==> src/rtl/slpm_map.svh <==
// Register offsets, field positions, reset values and write masks of the link parameter bank
`ifndef SLPM_MAP_SVH
`define SLPM_MAP_SVH
`define SLPM_ADDR_CONVERTER_COUNT 12'h456
`define SLPM_ADDR_CTRL_RESOLUTION 12'h457
`define SLPM_ADDR_SUBCLASS_WIDTH 12'h458
`define SLPM_ADDR_VERSION_SAMPLES 12'h459
`define SLPM_ADDR_DENSITY_CTRL 12'h45a
`define SLPM_ADDR_SPARE_ONE 12'h45b
`define SLPM_ADDR_SPARE_TWO 12'h45c
`define SLPM_ADDR_CHECKSUM 12'h45d
`define SLPM_ADDR_ERROR_MONITOR 12'h46b
`define SLPM_ADDR_DESKEW_MASK 12'h46c
`define SLPM_ADDR_DISPARITY_FLAGS 12'h46d
`define SLPM_RST_CONVERTER_COUNT 8'h01
`define SLPM_RST_CTRL_RESOLUTION 8'h0f
`define SLPM_RST_SUBCLASS_WIDTH 8'h2f
`define SLPM_RST_VERSION_SAMPLES 8'h20
`define SLPM_RST_DENSITY_CTRL 8'h80
`define SLPM_RST_SPARE 8'h00
`define SLPM_RST_CHECKSUM 8'h45
`define SLPM_RST_MONITOR_SEL 8'h00
`define SLPM_RST_DESKEW_MASK 8'h0f
`define SLPM_MASK_CTRL_RESOLUTION 8'hdf
`define SLPM_MASK_DENSITY_CTRL 8'h9f
`define SLPM_MASK_MONITOR_SEL 8'h73
`define SLPM_LANE_SEL_MSB 6
`define SLPM_LANE_SEL_LSB 4
`define SLPM_TYPE_SEL_MSB 1
`define SLPM_TYPE_SEL_LSB 0
`define SLPM_CHECKSUM_MODE_BIT 6
`endif

==> src/rtl/slpm_pkg.sv <==
// Types shared by the link parameter bank
package slpm_pkg;
  typedef enum logic [1:0] {
    SLPM_ERR_DISPARITY,
    SLPM_ERR_INVALID_SYMBOL,
    SLPM_ERR_STRAY_CONTROL,
    SLPM_ERR_NONE
  } slpm_err_type_e;
endpackage : slpm_pkg

==> src/rtl/slpm_link_params.sv <==
// Link parameter register bank with per-lane error monitor readback and threshold flags
//
// Overview of operation
// Converter count byte holds count minus one, reset value one.
// Control-bits field must stay zero; software keeps it there.
// Resolution-minus-one field is programmed 0x0F for sixteen bits.
// Subclass in upper three bits resets to one; width field holds 0xF.
// Version field 000 or 001, resets 001; samples field zero or one.
// Software sets high-density bit to one only for one octet per frame.
// Control-words-per-frame field must stay zero; software keeps it there.
// Lane zero checksum byte, read/write, reset 0x45, mode from link config bit.
// Write lane and type selection, then read that address for the count.
// Write-only lane select bits 6 to 4 pick the monitored lane.
// Type select 00 disparity, 01 invalid symbol, 10 stray control counter.
// Deskew mask bit x enables lane x deskew, reset 0x0F.
// Flag bit x sets when lane x disparity count reaches the threshold.
// Octets-per-frame field is 0, 1 or 3; this bank does not store it.
// Reserved bits read zero; spare parameter bytes store what is written.
`timescale 1ns/100ps
`include "slpm_map.svh"

module slpm_link_params #(
  parameter int LANES = 8,
  parameter int CNT_W = 8
) (
  input wire logic clk,
  input wire logic rst,
  input wire logic [11:0] reg_addr,
  input wire logic reg_wr,
  input wire logic reg_rd,
  input wire logic [7:0] reg_wdata,
  output logic [7:0] reg_rdata,
  input wire logic checksum_mode,
  input wire logic [CNT_W-1:0] error_threshold,
  input wire logic [LANES*CNT_W-1:0] disparity_error_counter,
  input wire logic [LANES*CNT_W-1:0] invalid_symbol_counter,
  input wire logic [LANES*CNT_W-1:0] stray_control_symbol_counter,
  output logic [7:0] converter_count,
  output logic [7:0] control_bits_and_resolution,
  output logic [7:0] subclass_and_sample_width,
  output logic [7:0] version_and_samples,
  output logic [7:0] density_and_control_words,
  output logic [7:0] spare_parameter_one,
  output logic [7:0] spare_parameter_two,
  output logic [7:0] lane_zero_checksum_value,
  output logic lane_zero_checksum_mode,
  output logic [7:0] lane_deskew_enable,
  output logic [7:0] disparity_threshold_flag
);

  ////////////////////////////////////////////////////////////////////////////
  // Storage

  logic [7:0] converter_count_reg;
  logic [7:0] ctrl_resolution_reg;
  logic [7:0] subclass_width_reg;
  logic [7:0] version_samples_reg;
  logic [7:0] density_ctrl_reg;
  logic [7:0] spare_one_reg;
  logic [7:0] spare_two_reg;
  logic [7:0] checksum_reg;
  logic [7:0] monitor_sel_reg;
  logic [7:0] deskew_mask_reg;
  logic [7:0] flags_reg;
  logic [7:0] flags_next;
  logic [7:0] count_sel_reg;
  logic [7:0] count_sel_next;
  logic [7:0] rdata_next;
  logic checksum_mode_reg;
  logic wr_converter_count;
  logic wr_ctrl_resolution;
  logic wr_subclass_width;
  logic wr_version_samples;
  logic wr_density_ctrl;
  logic wr_spare_one;
  logic wr_spare_two;
  logic wr_checksum;
  logic wr_monitor_sel;
  logic wr_deskew_mask;
  logic [2:0] monitor_lane_select;
  logic [1:0] error_type_select;

  function automatic logic hit(input logic [11:0] addr, input logic [11:0] target);
    hit = (addr == target);
  endfunction : hit

  function automatic logic [7:0] keep_bits(input logic [7:0] value, input logic [7:0] mask);
    keep_bits = value & mask;
  endfunction : keep_bits

  function automatic logic [CNT_W-1:0] lane_count(input logic [LANES*CNT_W-1:0] bus, input logic [2:0] lane);
    lane_count = '0;
    if (int'(lane) < LANES) begin
      lane_count = bus[int'(lane)*CNT_W +: CNT_W];
    end
  endfunction : lane_count

  ////////////////////////////////////////////////////////////////////////////
  // Write decode
  // One strobe per writable byte; the flag byte has none

  assign wr_converter_count = reg_wr && hit(reg_addr, `SLPM_ADDR_CONVERTER_COUNT);
  assign wr_ctrl_resolution = reg_wr && hit(reg_addr, `SLPM_ADDR_CTRL_RESOLUTION);
  assign wr_subclass_width = reg_wr && hit(reg_addr, `SLPM_ADDR_SUBCLASS_WIDTH);
  assign wr_version_samples = reg_wr && hit(reg_addr, `SLPM_ADDR_VERSION_SAMPLES);
  assign wr_density_ctrl = reg_wr && hit(reg_addr, `SLPM_ADDR_DENSITY_CTRL);
  assign wr_spare_one = reg_wr && hit(reg_addr, `SLPM_ADDR_SPARE_ONE);
  assign wr_spare_two = reg_wr && hit(reg_addr, `SLPM_ADDR_SPARE_TWO);
  assign wr_checksum = reg_wr && hit(reg_addr, `SLPM_ADDR_CHECKSUM);
  assign wr_monitor_sel = reg_wr && hit(reg_addr, `SLPM_ADDR_ERROR_MONITOR);
  assign wr_deskew_mask = reg_wr && hit(reg_addr, `SLPM_ADDR_DESKEW_MASK);

  ////////////////////////////////////////////////////////////////////////////
  // Register writes

  always_ff @(posedge clk or posedge rst) begin
    if (rst) begin
      converter_count_reg <= `SLPM_RST_CONVERTER_COUNT;
    end else if (wr_converter_count) begin
      converter_count_reg <= reg_wdata;
    end
  end

  always_ff @(posedge clk or posedge rst) begin
    if (rst) begin
      ctrl_resolution_reg <= `SLPM_RST_CTRL_RESOLUTION;
    end else if (wr_ctrl_resolution) begin
      ctrl_resolution_reg <= keep_bits(reg_wdata, `SLPM_MASK_CTRL_RESOLUTION);
    end
  end

  always_ff @(posedge clk or posedge rst) begin
    if (rst) begin
      subclass_width_reg <= `SLPM_RST_SUBCLASS_WIDTH;
    end else if (wr_subclass_width) begin
      subclass_width_reg <= reg_wdata;
    end
  end

  always_ff @(posedge clk or posedge rst) begin
    if (rst) begin
      version_samples_reg <= `SLPM_RST_VERSION_SAMPLES;
    end else if (wr_version_samples) begin
      version_samples_reg <= reg_wdata;
    end
  end

  always_ff @(posedge clk or posedge rst) begin
    if (rst) begin
      density_ctrl_reg <= `SLPM_RST_DENSITY_CTRL;
    end else if (wr_density_ctrl) begin
      density_ctrl_reg <= keep_bits(reg_wdata, `SLPM_MASK_DENSITY_CTRL);
    end
  end

  always_ff @(posedge clk or posedge rst) begin
    if (rst) begin
      spare_one_reg <= `SLPM_RST_SPARE;
    end else if (wr_spare_one) begin
      spare_one_reg <= reg_wdata;
    end
  end

  always_ff @(posedge clk or posedge rst) begin
    if (rst) begin
      spare_two_reg <= `SLPM_RST_SPARE;
    end else if (wr_spare_two) begin
      spare_two_reg <= reg_wdata;
    end
  end

  always_ff @(posedge clk or posedge rst) begin
    if (rst) begin
      checksum_reg <= `SLPM_RST_CHECKSUM;
    end else if (wr_checksum) begin
      checksum_reg <= reg_wdata;
    end
  end

  always_ff @(posedge clk or posedge rst) begin
    if (rst) begin
      monitor_sel_reg <= `SLPM_RST_MONITOR_SEL;
    end else if (wr_monitor_sel) begin
      monitor_sel_reg <= keep_bits(reg_wdata, `SLPM_MASK_MONITOR_SEL);
    end
  end

  always_ff @(posedge clk or posedge rst) begin
    if (rst) begin
      deskew_mask_reg <= `SLPM_RST_DESKEW_MASK;
    end else if (wr_deskew_mask) begin
      deskew_mask_reg <= reg_wdata;
    end
  end

  ////////////////////////////////////////////////////////////////////////////
  // Error monitor selection

  assign monitor_lane_select = monitor_sel_reg[`SLPM_LANE_SEL_MSB:`SLPM_LANE_SEL_LSB];
  assign error_type_select = monitor_sel_reg[`SLPM_TYPE_SEL_MSB:`SLPM_TYPE_SEL_LSB];

  always_comb begin
    count_sel_next = '0;
    unique case (slpm_pkg::slpm_err_type_e'(error_type_select))
      slpm_pkg::SLPM_ERR_DISPARITY: begin
        count_sel_next = 8'(lane_count(disparity_error_counter,
          monitor_lane_select));
      end
      slpm_pkg::SLPM_ERR_INVALID_SYMBOL: begin
        count_sel_next = 8'(lane_count(invalid_symbol_counter,
          monitor_lane_select));
      end
      slpm_pkg::SLPM_ERR_STRAY_CONTROL: begin
        count_sel_next = 8'(lane_count(stray_control_symbol_counter,
          monitor_lane_select));
      end
      slpm_pkg::SLPM_ERR_NONE: begin
        count_sel_next = '0;
      end
    endcase
  end

  always_ff @(posedge clk or posedge rst) begin
    if (rst) begin
      count_sel_reg <= 8'h00;
    end else begin
      count_sel_reg <= count_sel_next;
    end
  end

  ////////////////////////////////////////////////////////////////////////////
  // Disparity threshold flags

  always_comb begin
    flags_next = '0;
    for (int i = 0; i < LANES && i < 8; i++) begin
      flags_next[i] = (disparity_error_counter[i*CNT_W +: CNT_W] >= error_threshold);
    end
  end

  always_ff @(posedge clk or posedge rst) begin
    if (rst) begin
      flags_reg <= 8'h00;
    end else begin
      flags_reg <= flags_next;
    end
  end

  ////////////////////////////////////////////////////////////////////////////
  // Read data

  always_comb begin
    rdata_next = 8'h00;
    unique case (reg_addr)
      `SLPM_ADDR_CONVERTER_COUNT: rdata_next = converter_count_reg;
      `SLPM_ADDR_CTRL_RESOLUTION: rdata_next = ctrl_resolution_reg;
      `SLPM_ADDR_SUBCLASS_WIDTH: rdata_next = subclass_width_reg;
      `SLPM_ADDR_VERSION_SAMPLES: rdata_next = version_samples_reg;
      `SLPM_ADDR_DENSITY_CTRL: rdata_next = density_ctrl_reg;
      `SLPM_ADDR_SPARE_ONE: rdata_next = spare_one_reg;
      `SLPM_ADDR_SPARE_TWO: rdata_next = spare_two_reg;
      `SLPM_ADDR_CHECKSUM: rdata_next = checksum_reg;
      `SLPM_ADDR_ERROR_MONITOR: rdata_next = count_sel_reg;
      `SLPM_ADDR_DESKEW_MASK: rdata_next = deskew_mask_reg;
      `SLPM_ADDR_DISPARITY_FLAGS: rdata_next = flags_reg;
      default: rdata_next = 8'h00;
    endcase
  end

  always_ff @(posedge clk or posedge rst) begin
    if (rst) begin
      reg_rdata <= 8'h00;
    end else if (reg_rd) begin
      reg_rdata <= rdata_next;
    end
  end

  ////////////////////////////////////////////////////////////////////////////
  // Checksum mode

  always_ff @(posedge clk or posedge rst) begin
    if (rst) begin
      checksum_mode_reg <= 1'b0;
    end else begin
      checksum_mode_reg <= checksum_mode;
    end
  end

  ////////////////////////////////////////////////////////////////////////////
  // Outputs to the link receiver

  assign converter_count = converter_count_reg;
  assign control_bits_and_resolution = ctrl_resolution_reg;
  assign subclass_and_sample_width = subclass_width_reg;
  assign version_and_samples = version_samples_reg;
  assign density_and_control_words = density_ctrl_reg;
  assign spare_parameter_one = spare_one_reg;
  assign spare_parameter_two = spare_two_reg;
  assign lane_zero_checksum_value = checksum_reg;
  assign lane_zero_checksum_mode = checksum_mode_reg;
  assign lane_deskew_enable = deskew_mask_reg;
  assign disparity_threshold_flag = flags_reg;

endmodule : slpm_link_params

==> config.mk <==
export PLATFORM = sky130hd
export DESIGN_NAME = slpm_link_params
export DESIGN_NICKNAME = d
export VERILOG_FILES = /design/src/rtl/slpm_pkg.sv /design/src/rtl/slpm_link_params.sv
export VERILOG_INCLUDE_DIRS = /design/src /design/src/rtl
export SDC_FILE = /design/constraint.sdc
export NUM_CORES = 1
export LEC_CHECK = 0
export BUFFER_PORTS_ARGS = -buffer_cell sky130_fd_sc_hd__buf_2
export CORE_MARGIN = 8
export CORE_UTILIZATION = 45
export CTS_BUF_LIST = sky130_fd_sc_hd__clkbuf_4
export DETAILED_ROUTE_END_ITERATION = 16
export HOLD_SLACK_MARGIN = 0.02
export PLACE_DENSITY = 0.85
export SYNTH_ARGS = -nofsm -noshare
export SYNTH_HDL_FRONTEND = slang
export SYNTH_SLANG_ARGS = --single-unit
==> constraint.sdc <==
create_clock -name clk -period 8.09 [get_ports clk]
set_clock_uncertainty 0.05 [all_clocks]
set_input_delay 0.4045 -clock clk [delete_from_list [all_inputs] [get_ports clk]]
set_output_delay 0.4045 -clock clk [all_outputs]
set_load 0.1 [all_outputs]
Word-level counts from Yosys, hierarchy flattened
Index checks and enable logic that the tools add are counted.

storage, ports and cells
  register bits = 99
  input bits = 225
  word-level logic and storage cells = 52

cells by class
  magnitude comparators = 8
  equality and inequality tests = 14
  shifts and indexed selects = 3
  mux-type cells = 2
  reduce and logical (&&, ||, !) cells = 11

operators by type and width
  kind                                                                      count
  64-bit by 7-bit variable part select with 8-bit output                    3
  12-bit by 11-bit equality test with 1-bit output (second input constant)  11
  8-bit one-hot mux with 11 select lines                                    1
  8-bit >= comparator                                                       8
  8-bit one-hot mux with 4 select lines                                     1
  1-bit logical AND                                                         10
  2-bit equality test (second input constant)                               2
  2-bit by 1-bit equality test with 1-bit output (second input constant)    1
  2-bit logical NOT                                                         1

Logic depth before layout (Yosys ltp)
  word-level depth = 2
  mapped depth = 8
  mapped depth without buffers = 7

Worst setup path after synthesis
No wires, ideal clock.

  path kind = input to register
  from = input port reg_addr[9]
  to = register density_ctrl_reg[0], in the netlist density_and_control_words[0]
  setup time = 0.126 ns
  arrival time = 2.213 ns
  required time = 7.914 ns
  setup slack = 5.701 ns
  stages = 7
  path buffers = 2
  cell sequence = or4b_4 > buf_6 > nor3_4 > nand3_4 > nor2b_4 > buf_6 > mux2_4

on the way
  word-level cells in the longest chain between the ends = 2

RTL lines
  item                                              RTL line                 text
  start, declared                                   slpm_link_params.sv:28   input wire logic [11:0] reg_addr,
  12-bit by 11-bit equality test with 1-bit output  slpm_link_params.sv:84   hit = (addr == target);
  1-bit logical AND                                 slpm_link_params.sv:106  assign wr_density_ctrl = reg_wr && hit(reg_addr, `SLPM_ADDR_DENSITY_CTRL);
  end signal, assigned                              slpm_link_params.sv:150  density_ctrl_reg <= `SLPM_RST_DENSITY_CTRL;
  end signal, assigned                              slpm_link_params.sv:152  density_ctrl_reg <= keep_bits(reg_wdata, `SLPM_MASK_DENSITY_CTRL);
  end, declared                                     slpm_link_params.sv:58   logic [7:0] density_ctrl_reg;

No other way between the ends.
A chain may end at the register's enable or synchronous reset.

Final worst setup path
  from = register monitor_sel_reg[0]
  to = register count_sel_reg[5]

on the way
  word-level cells in the longest chain between the ends = 2
  elaborated cells on any way between the ends = 5
  classes of those cells = eq/ne: 3; mux: 1; reduce/logical: 1

RTL lines
  item                                         RTL line                 text
  start, declared                              slpm_link_params.sv:62   logic [7:0] monitor_sel_reg;
  start signal, assigned                       slpm_link_params.sv:182  monitor_sel_reg <= `SLPM_RST_MONITOR_SEL;
  start signal, assigned                       slpm_link_params.sv:184  monitor_sel_reg <= keep_bits(reg_wdata, `SLPM_MASK_MONITOR_SEL);
  2-bit equality test (tied with other cells)  slpm_link_params.sv:204  unique case (slpm_pkg::slpm_err_type_e'(error_type_select))
  8-bit one-hot mux with 4 select lines *      slpm_link_params.sv:204
  via count_sel_next[5]                        slpm_link_params.sv:67   logic [7:0] count_sel_next;
  end signal, assigned                         slpm_link_params.sv:227  count_sel_reg <= count_sel_next;
  end, declared                                slpm_link_params.sv:66   logic [7:0] count_sel_reg;

Mark *: on every way through the listed nets, which the timed path passes. The rest lies on a longest branch.

==> results by group <==
Hold path
  – Hold Path Class: input port to flop
  – Hold Crit Depth: 2

Power
  – Pint: 0.6742 mW
  – Switching share of total power: 36.76%
  – Switching pwr: 0.3919 mW
  – Total power: 1.066 mW
  – Max VDD drop: 65.48 uV
  – Pleak: 4.828 nW
  – P per Cell Area: 113.8 mW/mm2
  – Combinational Power Share: 27.1%
  – Seq pwr share: 48.1%
  – Clock Power Share: 24.8%

Detailed routing
  – Detail Route Antenna Nets: 0
  – WL/cell: 26.05 um
  – Final WL: 31680 um
  – 1st-pass router iterations: 5
  – Via Count: 7709
  – Vias per inst: 6.340
  – Initial DRC count: 699
  – Drt drc: 0

Final layout
  – Area grow syn2layout: 23.08%
  – Number of fill cells in the layout: 1503
  – Post-Layout Cell Count: 1216
  – Core Util, Final: 56.49%
  – Final nets: 1282
  – Cell area after layout: 0.009368 mm2
  – Share of cells above drive strength 1: 46.03%

Die
  – IO Count: 314
  – Effective utilization at floorplan: 45.90%
  – Placement row count: 47
  – Die height: 146.1 um
  – Die Span X: 146.1 um
  – Die area: 0.02133 mm2
  – Core box area: 0.01658 mm2

Setup path
  – R2r endpoint: count_sel_reg[5]
  – Cell chain of the critical path: inv_1 > ha_2 > clkinv_1 > buf_4 > o21ai_0 > mux4_2 > o22ai_1
  – Slowest CP cell: ha_2
  – Worst Setup SP: monitor_sel_reg[0]
  – Worst setup endpoint: count_sel_reg[5]
  – Crit path buf inv count: 3
  – Critical Path End Type: flop
  – Max incr delay on CP: 1.11 ns
  – Worst r2r src: monitor_sel_reg[0]
  – Arr. time, crit path: 3.91 ns
  – Worst-path maximum fanout: 65
  – Crit-path leading delay family: buffers and inverters
  – Worst Setup Path Type: flop to flop
  – R2R depth: 7
  – Setup slack, reg-to-reg: 4.47 ns
  – Critical path launch point type: flop
  – Worst path depth: 7
  – Worst EP required: 8.38 ns

Yosys
  – Post-synth top flop: dfrtp_1
  – Synth top area share: 26.30%
  – Synth cell count leaders: 89 x o21ai_0, 80 x dfrtp_1, 71 x mux2_2
  – Synthesis Warnings: 0
  – Netlist cell types: 63
  – Syn_area_per_cell: 10.54 um2
  – Dominant cell by count in the synthesized netlist: o21ai_0
  – FFs w/ async S/R, synth: 100.0%
  – Post-Syn Instances: 722
  – Synth area leader: dfrtp_1
  – Mapped Area: 0.007611 mm2
  – Flops & latches, synth: 99
  – Post-synth EDFFs: 0
  – Synth area leaders: dfrtp_1 26%, ha_1 11%, mux2_2 11%
  – Sequential area share after synthesis: 32.86%

Clock network
  – CTS resizes: 0
  – CTS tree: built
  – Total CTS buffers: 9
  – Clk sinks: 99
  – Clock insertion delay at the later pin of the skew report: 0.47 ns
  – Maximum root-to-sink buffer count: 2
  – CTS Root Cell: clkbuf_4
  – Reg clk slew, reported paths: 0.18 ns
  – CTS HTree Levels: 3

Timing
  – RSZ-0062 raised after global routing: false
  – Setup WS post-layout: 4.469 ns
  – Hold Slack: 0.1522 ns
  – Final setup viols: 0
  – Final Hold Fails: 0
  – Min Tclk post-route: 3.621 ns
  – Final critical-path share of the clock period: 44.76%
  – Slew headroom: 15.92%
  – Worst slew pin tran: 1.261 ns
  – Final setup TNS: 0 ns
  – Fmax achieved: 276.2 MHz
  – Fin. max-slew vios: 0

Placed design
  – Placed cell count: 1197
  – GPL Wtd Cong: 0.9351
  – Buffers on Ports: 310
  – Pre-CTS setup slack: 4.590 ns
  – HPWL Detailed: 25500 um
  – Dpl cell area: 0.009209 mm2

Global routing
  – Total GRT Usage: 28.43%
  – Number of global-route vias before repair: 8000
  – GRT overflow: 0
  – Number of antenna violations at the first check in global routing: 7
  – First-pass GRT wire length: 47150 um
  – Largest net degree at the start of global routing: 66

Flow run
  – Number of max-cap violations: 0

Status
  – Status: finished, final reports clean
-- worst min path at each step --
| stage | from | end | slack, ns |
|---|---|---|---|
| after floorplan | checksum_mode | lane_zero_checksum_mode | 0.39 |
| after global placement | rst | disparity_threshold_flag[7] | 0.40 |
| after detailed placement | rst | disparity_threshold_flag[5] | 0.41 |
| after CTS | reg_rd | reg_rdata[0] | 0.13 |
| after global routing | reg_rd | reg_rdata[0] | 0.16 |
| final | reg_rd | reg_rdata[0] | 0.15 |
-- metal layers --
layer	vias up	global-route usage, %	routed length (um)
met2	528	49.56	15740
li1	3381	-	-
met5	-	0	67
met3	116	9.549	3520
met1	3672	30.28	10790
met4	12	14.27	1566
-- logic make-up (layout without fill, tap and decap cells) --
group,after synthesis,in the layout,share of synthesized area [%]
other,1,4,0.04927
AND/OR/NAND/NOR,115,115,9.962
multiplexers,101,101,17.48
adder cells (fa/ha/maj),67,67,11.01
buffers and inverters,90,361,4.932
flip-flops,99,99,32.86
AO/OA/AOI/OAI,249,249,23.71
-- repair_timing --
item	4_1_cts	5_1_grt
hold buffers	2	0
endpoints found under the hold margin	30	0
setup buffers	0	0
-- placed cells by master (no fill, tap or decap), types with 5 or more instances in the layout --
cell and n:
a2111oi_0 10, a21oi_1 13, a221o_1 65, a221oi_1 5, a22o_1 6, a22oi_1 8, a31oi_1 11, buf_2 310
clkbuf_4 9, dfrtp_1 80, dfstp_2 19, ha_1 65, inv_1 29, mux2_2 71, mux2_4 6, mux2i_1 8
mux4_2 16, nand2_1 29, nand2b_1 13, nand3_1 8, nand3b_1 6, nor2_1 5, nor2b_1 15, nor3_1 5
o21a_1 8, o21ai_0 89, o22ai_1 9, o2bb2ai_1 5
-- final cells by class --
class	count	area, um2	area share (%)
Antenna cell	1	2.502	0.02671
Clock inverter	7	68.82	0.7346
Multi-Input combinational cell	535	4747	50.67
Clock buffer	9	67.56	0.7213
Sequential cell	99	2501	26.70
Timing Repair Buffer	314	1587	16.94
Tap cell	220	275.3	2.938
Inverter	31	118.9	1.269
-- power by group through the flow --
stage	logic, mW	clock network [mW]	registers, mW
after floorplan	0.114	0	0.573
after global placement	0.279	0	0.521
after detailed placement	0.285	0	0.521
after CTS	0.287	0.267	0.512
after global routing	0.310	0.287	0.513
final	0.289	0.264	0.512
Power figures use the tool's default switching activity.
